<file path="src/core/tcn_consts.svh">
// tcn_consts.svh: offsets, field positions and counts of the 16-bit timer.
// assumes inclusion by bare name from the package, the bench and the property module.
`ifndef TCN_CONSTS_SVH
`define TCN_CONSTS_SVH

`define TCN_OFF_CTRL 12'h000
`define TCN_OFF_CNTL 12'h004
`define TCN_OFF_CNTH 12'h008
`define TCN_OFF_FLAGS 12'h00C
`define TCN_OFF_ENAB 12'h010
`define TCN_OFF_OTHER 12'h014
`define TCN_OFF_PORTC 12'h018

`define TCN_CTRL_RESET 8'h00
`define TCN_B_WIDE 7
`define TCN_B_SELHI 6
`define TCN_B_DIVHI 5
`define TCN_B_DIVLO 4
`define TCN_B_SELLO 3
`define TCN_B_NOSYNC 2
`define TCN_B_EXTCLK 1
`define TCN_B_RUN 0
`define TCN_B_OVF 1
`define TCN_B_AUXOSC 3
`define TCN_SPECIAL_MODE 4'hB
`define TCN_INSTR_DIV 2'h3
`define TCN_CNT_WRAP 16'hFFFF

`endif

</file>
<file path="src/core/tcn_pkg.sv">
// tcn_pkg: types shared by the 16-bit timer/counter.
// assumes tcn_consts.svh on the include path.
package tcn_pkg;
  `include "tcn_consts.svh"

  typedef enum logic [2:0] {
    TCN_TIMER = 3'h1,
    TCN_SYNC_CNT = 3'h2,
    TCN_ASYNC_CNT = 3'h4
  } tcn_mode_e;

  typedef struct packed {
    logic [3:0] ccp1_mode;
    logic [3:0] ccp2_mode;
    logic ccp1_match;
    logic ccp2_match;
  } tcn_ccp_s;

  typedef struct packed {
    logic [7:0] ctrl;
    logic [7:0] cnt_lo;
    logic [7:0] cnt_hi;
    logic [7:0] hi_buf;
    logic [2:0] presc;
    logic ovf_flag;
    logic ovf_en;
    logic [7:0] other_ctrl;
    logic irq;
    logic [2:0] ext_sync;
    logic seen_fall;
    logic ext_prev;
    logic fosc_ph_carry;
    logic [1:0] fosc_ph;
    tcn_mode_e mode;
    logic [2:0] tb_sel;
    logic pins_input;
    logic pready;
    logic pslverr;
    logic [31:0] prdata;
  } tcn_state_s;
endpackage : tcn_pkg

</file>
<file path="src/core/tcn_timer.sv">
// tcn_timer: 16-bit timer/counter with prescaler, wide access and apb port.
// assumes pclk is the oscillator clock; the instruction clock is pclk / 4.
// Overview of operation
// - wide-access bit set gives atomic 16-bit count access, else two bytes
// - select field 11/10/01/00 picks which units this timer serves
// - prescaler divides by 8, 4, 2, 1 for divide field 11, 10, 01, 00
// - external clock synchronised when sync-disable bit is zero
// - internal source ignores sync bit and counts instruction clock
// - external: rising edges after first falling edge; internal: osc/4
// - counts only while run bit is one
// - three modes: timer, synchronous counter, asynchronous counter
// - aux oscillator enabled forces its pins to inputs reading zero
// - wide mode: low-byte read copies live high byte into buffer
// - wide mode: high write loads buffer, low write commits both
// - wide mode: live high byte never directly accessible
// - low-byte write clears prescaler, high-byte write does not
// - count wraps ffff to 0000 and sets the overflow flag
// - overflow requests interrupt only while its enable bit is one
// - assigned unit special event trigger clears the counter
// - unit mode 1011 issues the trigger; may fail in async mode
// - software write to the count wins over a coincident trigger
`timescale 1ns/1ps
module tcn_timer
  import tcn_pkg::*;
(
  input wire logic pclk,
  input wire logic presetn,
  input wire logic psel,
  input wire logic penable,
  input wire logic pwrite,
  input wire logic [11:0] paddr,
  input wire logic [31:0] pwdata,
  output logic [31:0] prdata,
  output logic pready,
  output logic pslverr,
  input wire logic ext_count_input,
  input wire tcn_ccp_s ccp_in,
  output logic overflow_irq,
  output logic [2:0] ccp_timebase,
  output logic osc_pins_input
);

  tcn_state_s s_q;
  tcn_state_s s_d;

  // true when the unit index (1..3) uses this timer as its time base
  function automatic logic serves(input logic [1:0] sel, input int unit);
    case (sel)
      2'b11: serves = 1'b1;
      2'b10: serves = (unit == 3);
      2'b01: serves = (unit >= 2);
      default: serves = 1'b0;
    endcase
  endfunction : serves

  function automatic logic [2:0] div_mask(input logic [1:0] sel);
    case (sel)
      2'b11: div_mask = 3'h7;
      2'b10: div_mask = 3'h3;
      2'b01: div_mask = 3'h1;
      default: div_mask = 3'h0;
    endcase
  endfunction : div_mask

  logic [1:0] sel_f;
  logic [2:0] serve_v;
  assign sel_f = {s_q.ctrl[`TCN_B_SELHI], s_q.ctrl[`TCN_B_SELLO]};

  genvar gi;
  generate
    for (gi = 0; gi < 3; gi++) begin : g_tb
      assign serve_v[gi] = serves(sel_f, gi + 1);
    end
  endgenerate

  always_comb begin
    logic wr;
    logic rd;
    logic wide;
    logic ext_now;
    logic tick;
    logic inc;
    logic trig;
    logic wrap;
    logic [15:0] cnt;
    logic [2:0] pnext;
    wr = 1'b0;
    rd = 1'b0;
    wide = 1'b0;
    ext_now = 1'b0;
    tick = 1'b0;
    inc = 1'b0;
    trig = 1'b0;
    wrap = 1'b0;
    cnt = 16'h0000;
    pnext = 3'h0;
    s_d = s_q;
    // writes land on the edge that samples pready high; read data and the
    // buffer copy are taken a cycle earlier so both bytes share one instant
    wr = psel && penable && pwrite && s_q.pready;
    rd = psel && penable && !pwrite && !s_q.pready;
    wide = s_q.ctrl[`TCN_B_WIDE];
    s_d.pready = psel && penable && !s_q.pready;
    s_d.pslverr = 1'b0;
    if (psel && penable && pwrite && !s_q.pready
        && (paddr > `TCN_OFF_PORTC || paddr[1:0] != 2'h0))
      s_d.pslverr = 1'b1;
    s_d.ext_sync = {s_q.ext_sync[1:0], ext_count_input};
    s_d.fosc_ph = s_q.fosc_ph + 2'h1;
    s_d.fosc_ph_carry = (s_q.fosc_ph == `TCN_INSTR_DIV);
    // the raw pin is only seen through the synchroniser; the "async" path
    // trades the extra stage for one fewer cycle of edge latency
    ext_now = s_q.ctrl[`TCN_B_NOSYNC] ? s_q.ext_sync[1]
                                      : s_q.ext_sync[2];
    if (!s_q.ctrl[`TCN_B_EXTCLK]) begin
      s_d.mode = TCN_TIMER;
      tick = s_q.fosc_ph_carry;
    end else begin
      s_d.mode = s_q.ctrl[`TCN_B_NOSYNC] ? TCN_ASYNC_CNT
                                         : TCN_SYNC_CNT;
      tick = s_q.seen_fall && ext_now && !s_q.ext_prev;
    end
    s_d.ext_prev = ext_now;
    if (!ext_now) s_d.seen_fall = 1'b1;
    if (!s_q.ctrl[`TCN_B_EXTCLK]) s_d.seen_fall = 1'b0;
    cnt = {s_q.cnt_hi, s_q.cnt_lo};
    pnext = s_q.presc;
    if (s_q.ctrl[`TCN_B_RUN] && tick) begin
      if ((s_q.presc & div_mask({s_q.ctrl[`TCN_B_DIVHI],
                                 s_q.ctrl[`TCN_B_DIVLO]}))
          == div_mask({s_q.ctrl[`TCN_B_DIVHI], s_q.ctrl[`TCN_B_DIVLO]})) begin
        inc = 1'b1;
        pnext = 3'h0;
      end else begin
        pnext = s_q.presc + 3'h1;
      end
    end
    if (inc) begin
      wrap = (cnt == `TCN_CNT_WRAP);
      if (wrap) s_d.ovf_flag = 1'b1;
      cnt = cnt + 16'h0001;
    end
    trig = (serve_v[0] && ccp_in.ccp1_match
            && ccp_in.ccp1_mode == `TCN_SPECIAL_MODE)
        || (serve_v[1] && ccp_in.ccp2_match
            && ccp_in.ccp2_mode == `TCN_SPECIAL_MODE);
    if (trig) cnt = 16'h0000;
    s_d.presc = pnext;
    if (rd) begin
      case (paddr)
        `TCN_OFF_CTRL: s_d.prdata = {24'h0, s_q.ctrl};
        `TCN_OFF_CNTL: begin
          s_d.prdata = {24'h0, s_q.cnt_lo};
          if (wide) s_d.hi_buf = s_q.cnt_hi;
        end
        `TCN_OFF_CNTH: s_d.prdata = {24'h0, wide ? s_q.hi_buf
                                              : s_q.cnt_hi};
        `TCN_OFF_FLAGS: s_d.prdata = {30'h0, s_q.ovf_flag, 1'b0};
        `TCN_OFF_ENAB: s_d.prdata = {30'h0, s_q.ovf_en, 1'b0};
        `TCN_OFF_OTHER: s_d.prdata = {24'h0, s_q.other_ctrl};
        `TCN_OFF_PORTC: s_d.prdata = 32'h0000_0000;
        default: begin
          s_d.prdata = 32'h0000_0000;
          s_d.pslverr = 1'b1;
        end
      endcase
    end
    if (wr) begin
      case (paddr)
        `TCN_OFF_CTRL: s_d.ctrl = pwdata[7:0];
        `TCN_OFF_CNTL: begin
          cnt[7:0] = pwdata[7:0];
          if (wide) cnt[15:8] = s_q.hi_buf;
          s_d.presc = 3'h0;
        end
        `TCN_OFF_CNTH: begin
          if (wide) s_d.hi_buf = pwdata[7:0];
          else cnt[15:8] = pwdata[7:0];
        end
        `TCN_OFF_FLAGS: begin
          // an overflow in the clearing cycle keeps the flag set
          s_d.ovf_flag = pwdata[`TCN_B_OVF] | wrap;
        end
        `TCN_OFF_ENAB: s_d.ovf_en = pwdata[`TCN_B_OVF];
        `TCN_OFF_OTHER: s_d.other_ctrl = pwdata[7:0];
        `TCN_OFF_PORTC: ;
        default: ;
      endcase
    end
    s_d.cnt_lo = cnt[7:0];
    s_d.cnt_hi = cnt[15:8];
    s_d.irq = s_d.ovf_flag && s_d.ovf_en;
    s_d.tb_sel = serve_v;
    s_d.pins_input = s_d.other_ctrl[`TCN_B_AUXOSC];
  end

  always_ff @(posedge pclk or negedge presetn) begin
    if (!presetn) begin
      s_q <= '0;
      s_q.mode <= TCN_TIMER;
    end else begin
      s_q <= s_d;
    end
  end

  assign prdata = s_q.prdata;
  assign pready = s_q.pready;
  assign pslverr = s_q.pslverr;
  assign overflow_irq = s_q.irq;
  assign ccp_timebase = s_q.tb_sel;
  assign osc_pins_input = s_q.pins_input;
endmodule : tcn_timer

</file>
<file path="config.mk">
export PLATFORM = sky130hd
export DESIGN_NAME = tcn_timer
export DESIGN_NICKNAME = d
export VERILOG_FILES = /design/src/core/tcn_pkg.sv /design/src/core/tcn_timer.sv
export VERILOG_INCLUDE_DIRS = /design/src /design/src/core
export SDC_FILE = /design/constraint.sdc
export NUM_CORES = 1
export LEC_CHECK = 0
export BUFFER_PORTS_ARGS = -buffer_cell sky130_fd_sc_hd__buf_2
export CAP_MARGIN = 10
export CORE_UTILIZATION = 53
export CTS_BUF_LIST = sky130_fd_sc_hd__clkbuf_16
export DETAILED_ROUTE_END_ITERATION = 6
export PLACE_DENSITY = 0.89
export SYNTH_ARGS = -nofsm -noshare
export SYNTH_HDL_FRONTEND = slang
export SYNTH_SLANG_ARGS = --single-unit
</file>
<file path="constraint.sdc">
create_clock -name pclk -period 2.74 [get_ports pclk]
set_input_delay 0.685 -clock pclk [delete_from_list [all_inputs] [get_ports pclk]]
set_output_delay 0.685 -clock pclk [all_outputs]
set_load 0.03 [all_outputs]
</file>
== Word-level counts from Yosys, hierarchy flattened ==
Cells that the tools add are included.

* Add/sub/neg operators: 3
* Magnitude comparators: 1
* Equality and inequality tests: 18
* Muxes and demuxes: 38
* Bitwise operators: 2
* Reduce and logical (&&, ||, !) cells: 28

{| class="wikitable"
|+ Operator list
! kind !! number
|-
| two-way mux 8 bit || 10
|-
| two-way mux 16 bit || 3
|-
| one-hot mux 8 bit (6 select lines) || 1
|-
| equality test 12 x 5 -> 1 bit (second input constant) || 3
|-
| two-way mux 33 bit || 1
|-
| equality test 12 x 4 -> 1 bit (second input constant) || 2
|-
| two-way mux 21 bit || 1
|-
| adder 16 x 1 -> 16 bit (second input constant) || 1
|-
| equality test 16 bit (second input constant) || 1
|-
| logical AND 1 bit || 16
|-
| two-way mux 1 bit || 16
|-
| one-hot mux 8 bit (2 select lines) || 1
|-
| equality test 12 x 3 -> 1 bit (second input constant) || 1
|-
| greater-than comparator 12 x 5 -> 1 bit (second input constant) || 1
|-
| logical NOT 12 bit || 1
|-
| two-way mux 3 bit || 4
|-
| equality test 2 bit (second input constant) || 5
|-
| one-hot mux 3 bit (3 select lines) || 1
|-
| equality test 4 bit (second input constant) || 2
|-
| OR reduction 7 bit || 1
|-
| equality test 2 x 1 -> 1 bit (second input constant) || 2
|-
| AND reduction 2 bit || 2
|-
| adder 3 x 1 -> 3 bit (second input constant) || 1
|-
| AND 3 bit || 1
|-
| 9 further kinds || 12
|}

* Register bits after elaboration: 91
* Input bits: 60
* Output and inout port bits: 39

== Depth between registers and ports, before layout ==
* Depth in word-level cells: 15
* Depth in mapped cells: 7
* Depth with buffers taken out: 6

== Worst setup path after synthesis ==
No wires, ideal clock.

* Path kind: in2reg
* Start point: in paddr[3]
* End point: reg s_q[68] (netlist name)
* Setup time: 0.125 ns
* Arrival: 2.192 ns
* Data required time: 2.615 ns
* Setup slack: 0.424 ns
* Stages: 6
* Buffers on the path: 1
* Cells stage by stage: clkbuf_1 nor2b_2 nand2_1 nor4_4 mux2_1 mux2_2

{| class="wikitable"
|+ RTL lines
! item !! RTL line !! RTL
|-
| start: declaration || tcn_timer.sv:31 || <nowiki>input wire logic [11:0] paddr,</nowiki>
|-
| end: declaration || tcn_timer.sv:43 || <nowiki>tcn_state_s s_q;</nowiki>
|}

== Worst setup path after layout ==
* Start point: in paddr[6]
* End point: reg s_q[92] (netlist name)

* Cells in the longest elaborated chain, start to end: 2

{| class="wikitable"
|+ RTL lines
! item !! RTL line !! RTL
|-
| logical NOT 12 bit || tcn_timer.sv:169 || <nowiki>case (paddr)</nowiki>
|-
| AND reduction 2 bit (no line) || -- ||
|}

No other way between the ends.
A chain may end at the register's enable or synchronous reset.

==> impl_metrics.env <==
export IMPL_pre_cts_ws_ns=0.220
export IMPL_p_leak_nw=1.90
export IMPL_synth_top_cell_area_share=0.446
export IMPL_dieWidth_um=86.2
export IMPL_root_buffer="clkbuf_16"
export IMPL_cp_cell_sequence="buf_2, nor4_4, nand3_4, nor3_2, buf_4, nand2_1, mux2_2"
export IMPL_setup_violations=0
export IMPL_syn_area_um2=3760
export IMPL_core_um2=6830
export IMPL_worst_hold_path_type="flop to flop"
export IMPL_first_pass_iters=4
export IMPL_seq_area_frac_synth=0.446
export IMPL_relSlewSlack=0.444
export IMPL_period_minus_slack_ns=2.20
export IMPL_final_setup_worst_slack_ns=0.543
export IMPL_start_util=0.550
export IMPL_cts_tree="done"
export IMPL_drc=0
export IMPL_fin_tns_setup_ns=0
export IMPL_yosysUniqueCellTypes=55
export IMPL_synthArstFlopShare=1.00
export IMPL_path_clk_slew_ns=0.05
export IMPL_cts_buffers=9
export IMPL_antenna_found_initial=0
export IMPL_drt_iter0_drc=270
export IMPL_slowest_stage="nor4_4"
export IMPL_clk_latency_ns=0.33
export IMPL_clkSinkCount=67
export IMPL_outcome="finished, final reports clean"
export IMPL_required_ns=2.95
export IMPL_final_cells=491
export IMPL_rsz0062_at_grt="false"
export IMPL_power_density_nw_per_um2=530
export IMPL_ys_ff_latch=67
export IMPL_worstReg2RegEnd="s_q[63]"
export IMPL_die_h_um=86.2
export IMPL_cp_end_kind="flop"
export IMPL_num_fill_cells=558
export IMPL_worstMarginPinSlew_ns=0.835
export IMPL_post_place_cells=475
export IMPL_synthToLayoutAreaGrowth_pct=14.0
export IMPL_dp_hpwl_um=5910
export IMPL_viasPerCell=5.86
export IMPL_power_switching_w=0.000542
export IMPL_synth_area_leaders="dfrtp_1, mux2_2, buf_4, a22oi_1, mux2_1"
export IMPL_drive_gt1_frac=0.329
export IMPL_crit_path_end="s_q[92]"
export IMPL_maxCapViolations=0
export IMPL_slowest_delay_ns=0.40
export IMPL_worst_r2r_path_depth=5
export IMPL_skew_ns=0.00492
export IMPL_ctsHoldBuffers=0
export IMPL_layout_common_cells="dfrtp_1, buf_2, mux2_2"
export IMPL_final_common_cell="dfrtp_1"
export IMPL_htreeDepth=3
export IMPL_cts_resized=0
export IMPL_grt_usage=0.249
export IMPL_yosys_warnings=0
export IMPL_drtAntennaViolNets=0
export IMPL_grt_pass1_vias=2823
export IMPL_grt_overflow=0
export IMPL_crit_fanout=8
export IMPL_yosysTopAreaCell="dfrtp_1"
export IMPL_p_sw_frac=0.238
export IMPL_max_clock_freq_ghz=0.455
export IMPL_drt_wl_total_um=8570
export IMPL_synth_edf_count=0
export IMPL_syn_inst=338
export IMPL_avgRoutedWirePerCell_um=17.5
export IMPL_max_vdd_ir_drop_mv=0.408
export IMPL_pin_count=99
export IMPL_die_area_um2=7430
export IMPL_final_max_slew_violation_count=0
export IMPL_gp_congestion=0.873
export IMPL_grt_pass1_wl_um=13900
export IMPL_ys_flop_type="dfrtp_1"
export IMPL_finalNetCount=453
export IMPL_startpoint="paddr[6]"
export IMPL_reg2reg_slack_ns=0.69
export IMPL_arrival_ns=2.41
export IMPL_grt_max_degree=68
export IMPL_clk_path_buf_depth=2
export IMPL_p_int_w=0.00173
export IMPL_seqPwrFrac=0.439
export IMPL_vias=2878
export IMPL_p_comb_frac=0.073
export IMPL_syn_mean_instance_area_um2=11.1
export IMPL_core_rowCount=30
export IMPL_hold_viol=0
export IMPL_fin_crit_sh=0.802
export IMPL_timing_rr_start="pready"
export IMPL_portBuffers=50
export IMPL_worstSetupPathType="input port to flop"
export IMPL_num_antenna_cells=0
export IMPL_power_frac_clock=0.488
export IMPL_critPathLaunchType="input port"
export IMPL_cts_setup_buffers=0
## layer usage
metal	vias to the layer above	wire [µm]	part of all wire	global-route usage
met2	126	4130	0.48	0.399
met1	1442	3620	0.42	0.320
met4	0	165	0.019	0.0955
met5	-	0	0	0
met3	15	652	0.076	0.0743
li1	1295	-	-	-
## worst max-delay path: cells and delay by family
family                 cells  cell delay [ns]
AND/OR/NAND/NOR            4             1.08
multiplexers               1             0.37
buffers and inverters      2             0.26
## cells in the mapped netlist (3+ instances only)
cell type	instances
dfrtp_1	67
mux2_2	41
buf_4	36
a22oi_1	23
nand2_1	20
o21ai_0	15
nor2_1	14
xnor2_1	9
mux2_1	8
o22ai_1	8
clkbuf_1	7
nand4_1	7
and4_1	6
xor2_1	6
nand3_1	5
and3_1	4
and2_1	3
and4b_1	3
ha_1	3
mux2i_1	3
nand2b_1	3
nor3_1	3
nor3_2	3
nor4_1	3
## how the worst min path moves through the flow
stage               slack, ns  depth (start not counted)    start       to
finish                   0.35                          0  s_d[47]  s_d[48]
global route             0.38                          0  s_d[47]  s_d[48]
CTS                      0.36                          0  s_d[47]  s_d[48]
detailed placement       0.35                          0  s_d[47]  s_d[48]
global placement         0.33                          0  s_d[47]  s_d[48]
floorplan                0.33                          0  s_d[47]  s_d[48]
## power groups by stage
stage / clock, W / sequential (W) / combinational (W)
detailed placement: 0 / 0.00102 / 0.000165
global placement: 0 / 0.00102 / 0.000161
floorplan: 0 / 0.00102 / 0.000113
CTS: 0.00112 / 0.000999 / 0.000165
finish: 0.00111 / 0.000999 / 0.000166
global route: 0.00116 / 0.000999 / 0.000180
## registers in the layout, indices dropped and copies added (netlist names)
register and flops:
ccp_timebase 3, s_d 2, pready 1, overflow_irq 1, prdata 8, pslverr 1
s_q 51
## layout make-up
class / count / area [µm²] / area share
Multi-Input combinational cell: 247 / 1850 / 0.431
Sequential cell: 67 / 1680 / 0.391
Timing Repair Buffer: 63 / 348 / 0.0811
Clock buffer: 9 / 225 / 0.0525
Tap cell: 96 / 120 / 0.0280
Clock inverter: 7 / 61.3 / 0.0143
Inverter: 2 / 7.51 / 0.00175
## stage by stage
stage               cell area (µm²)  total power (W)  utilization  hold slack (ns)
floorplan                      3850          0.00113            -            0.331
global placement               4000          0.00118        0.586            0.331
detailed placement             4000          0.00118        0.586            0.345
CTS                            4290          0.00229        0.628            0.357
global route                   4290          0.00234        0.628            0.378
finish                         4290          0.00227        0.628            0.351
## cell families (layout without fill, tap and decap cells)
family                   after synthesis  after routing  share of synthesized area
other                                  1             24                   0.000997
adder cells (fa/ha/maj)                3              3                    0.00998
XOR/XNOR                              15             15                     0.0349
AO/OA/AOI/OAI                         64             64                      0.115
multiplexers                          52             52                      0.155
AND/OR/NAND/NOR                       89             89                      0.153
flip-flops                            67             67                      0.446
buffers and inverters                 47             81                     0.0852
(Power assumes the default switching activity.)
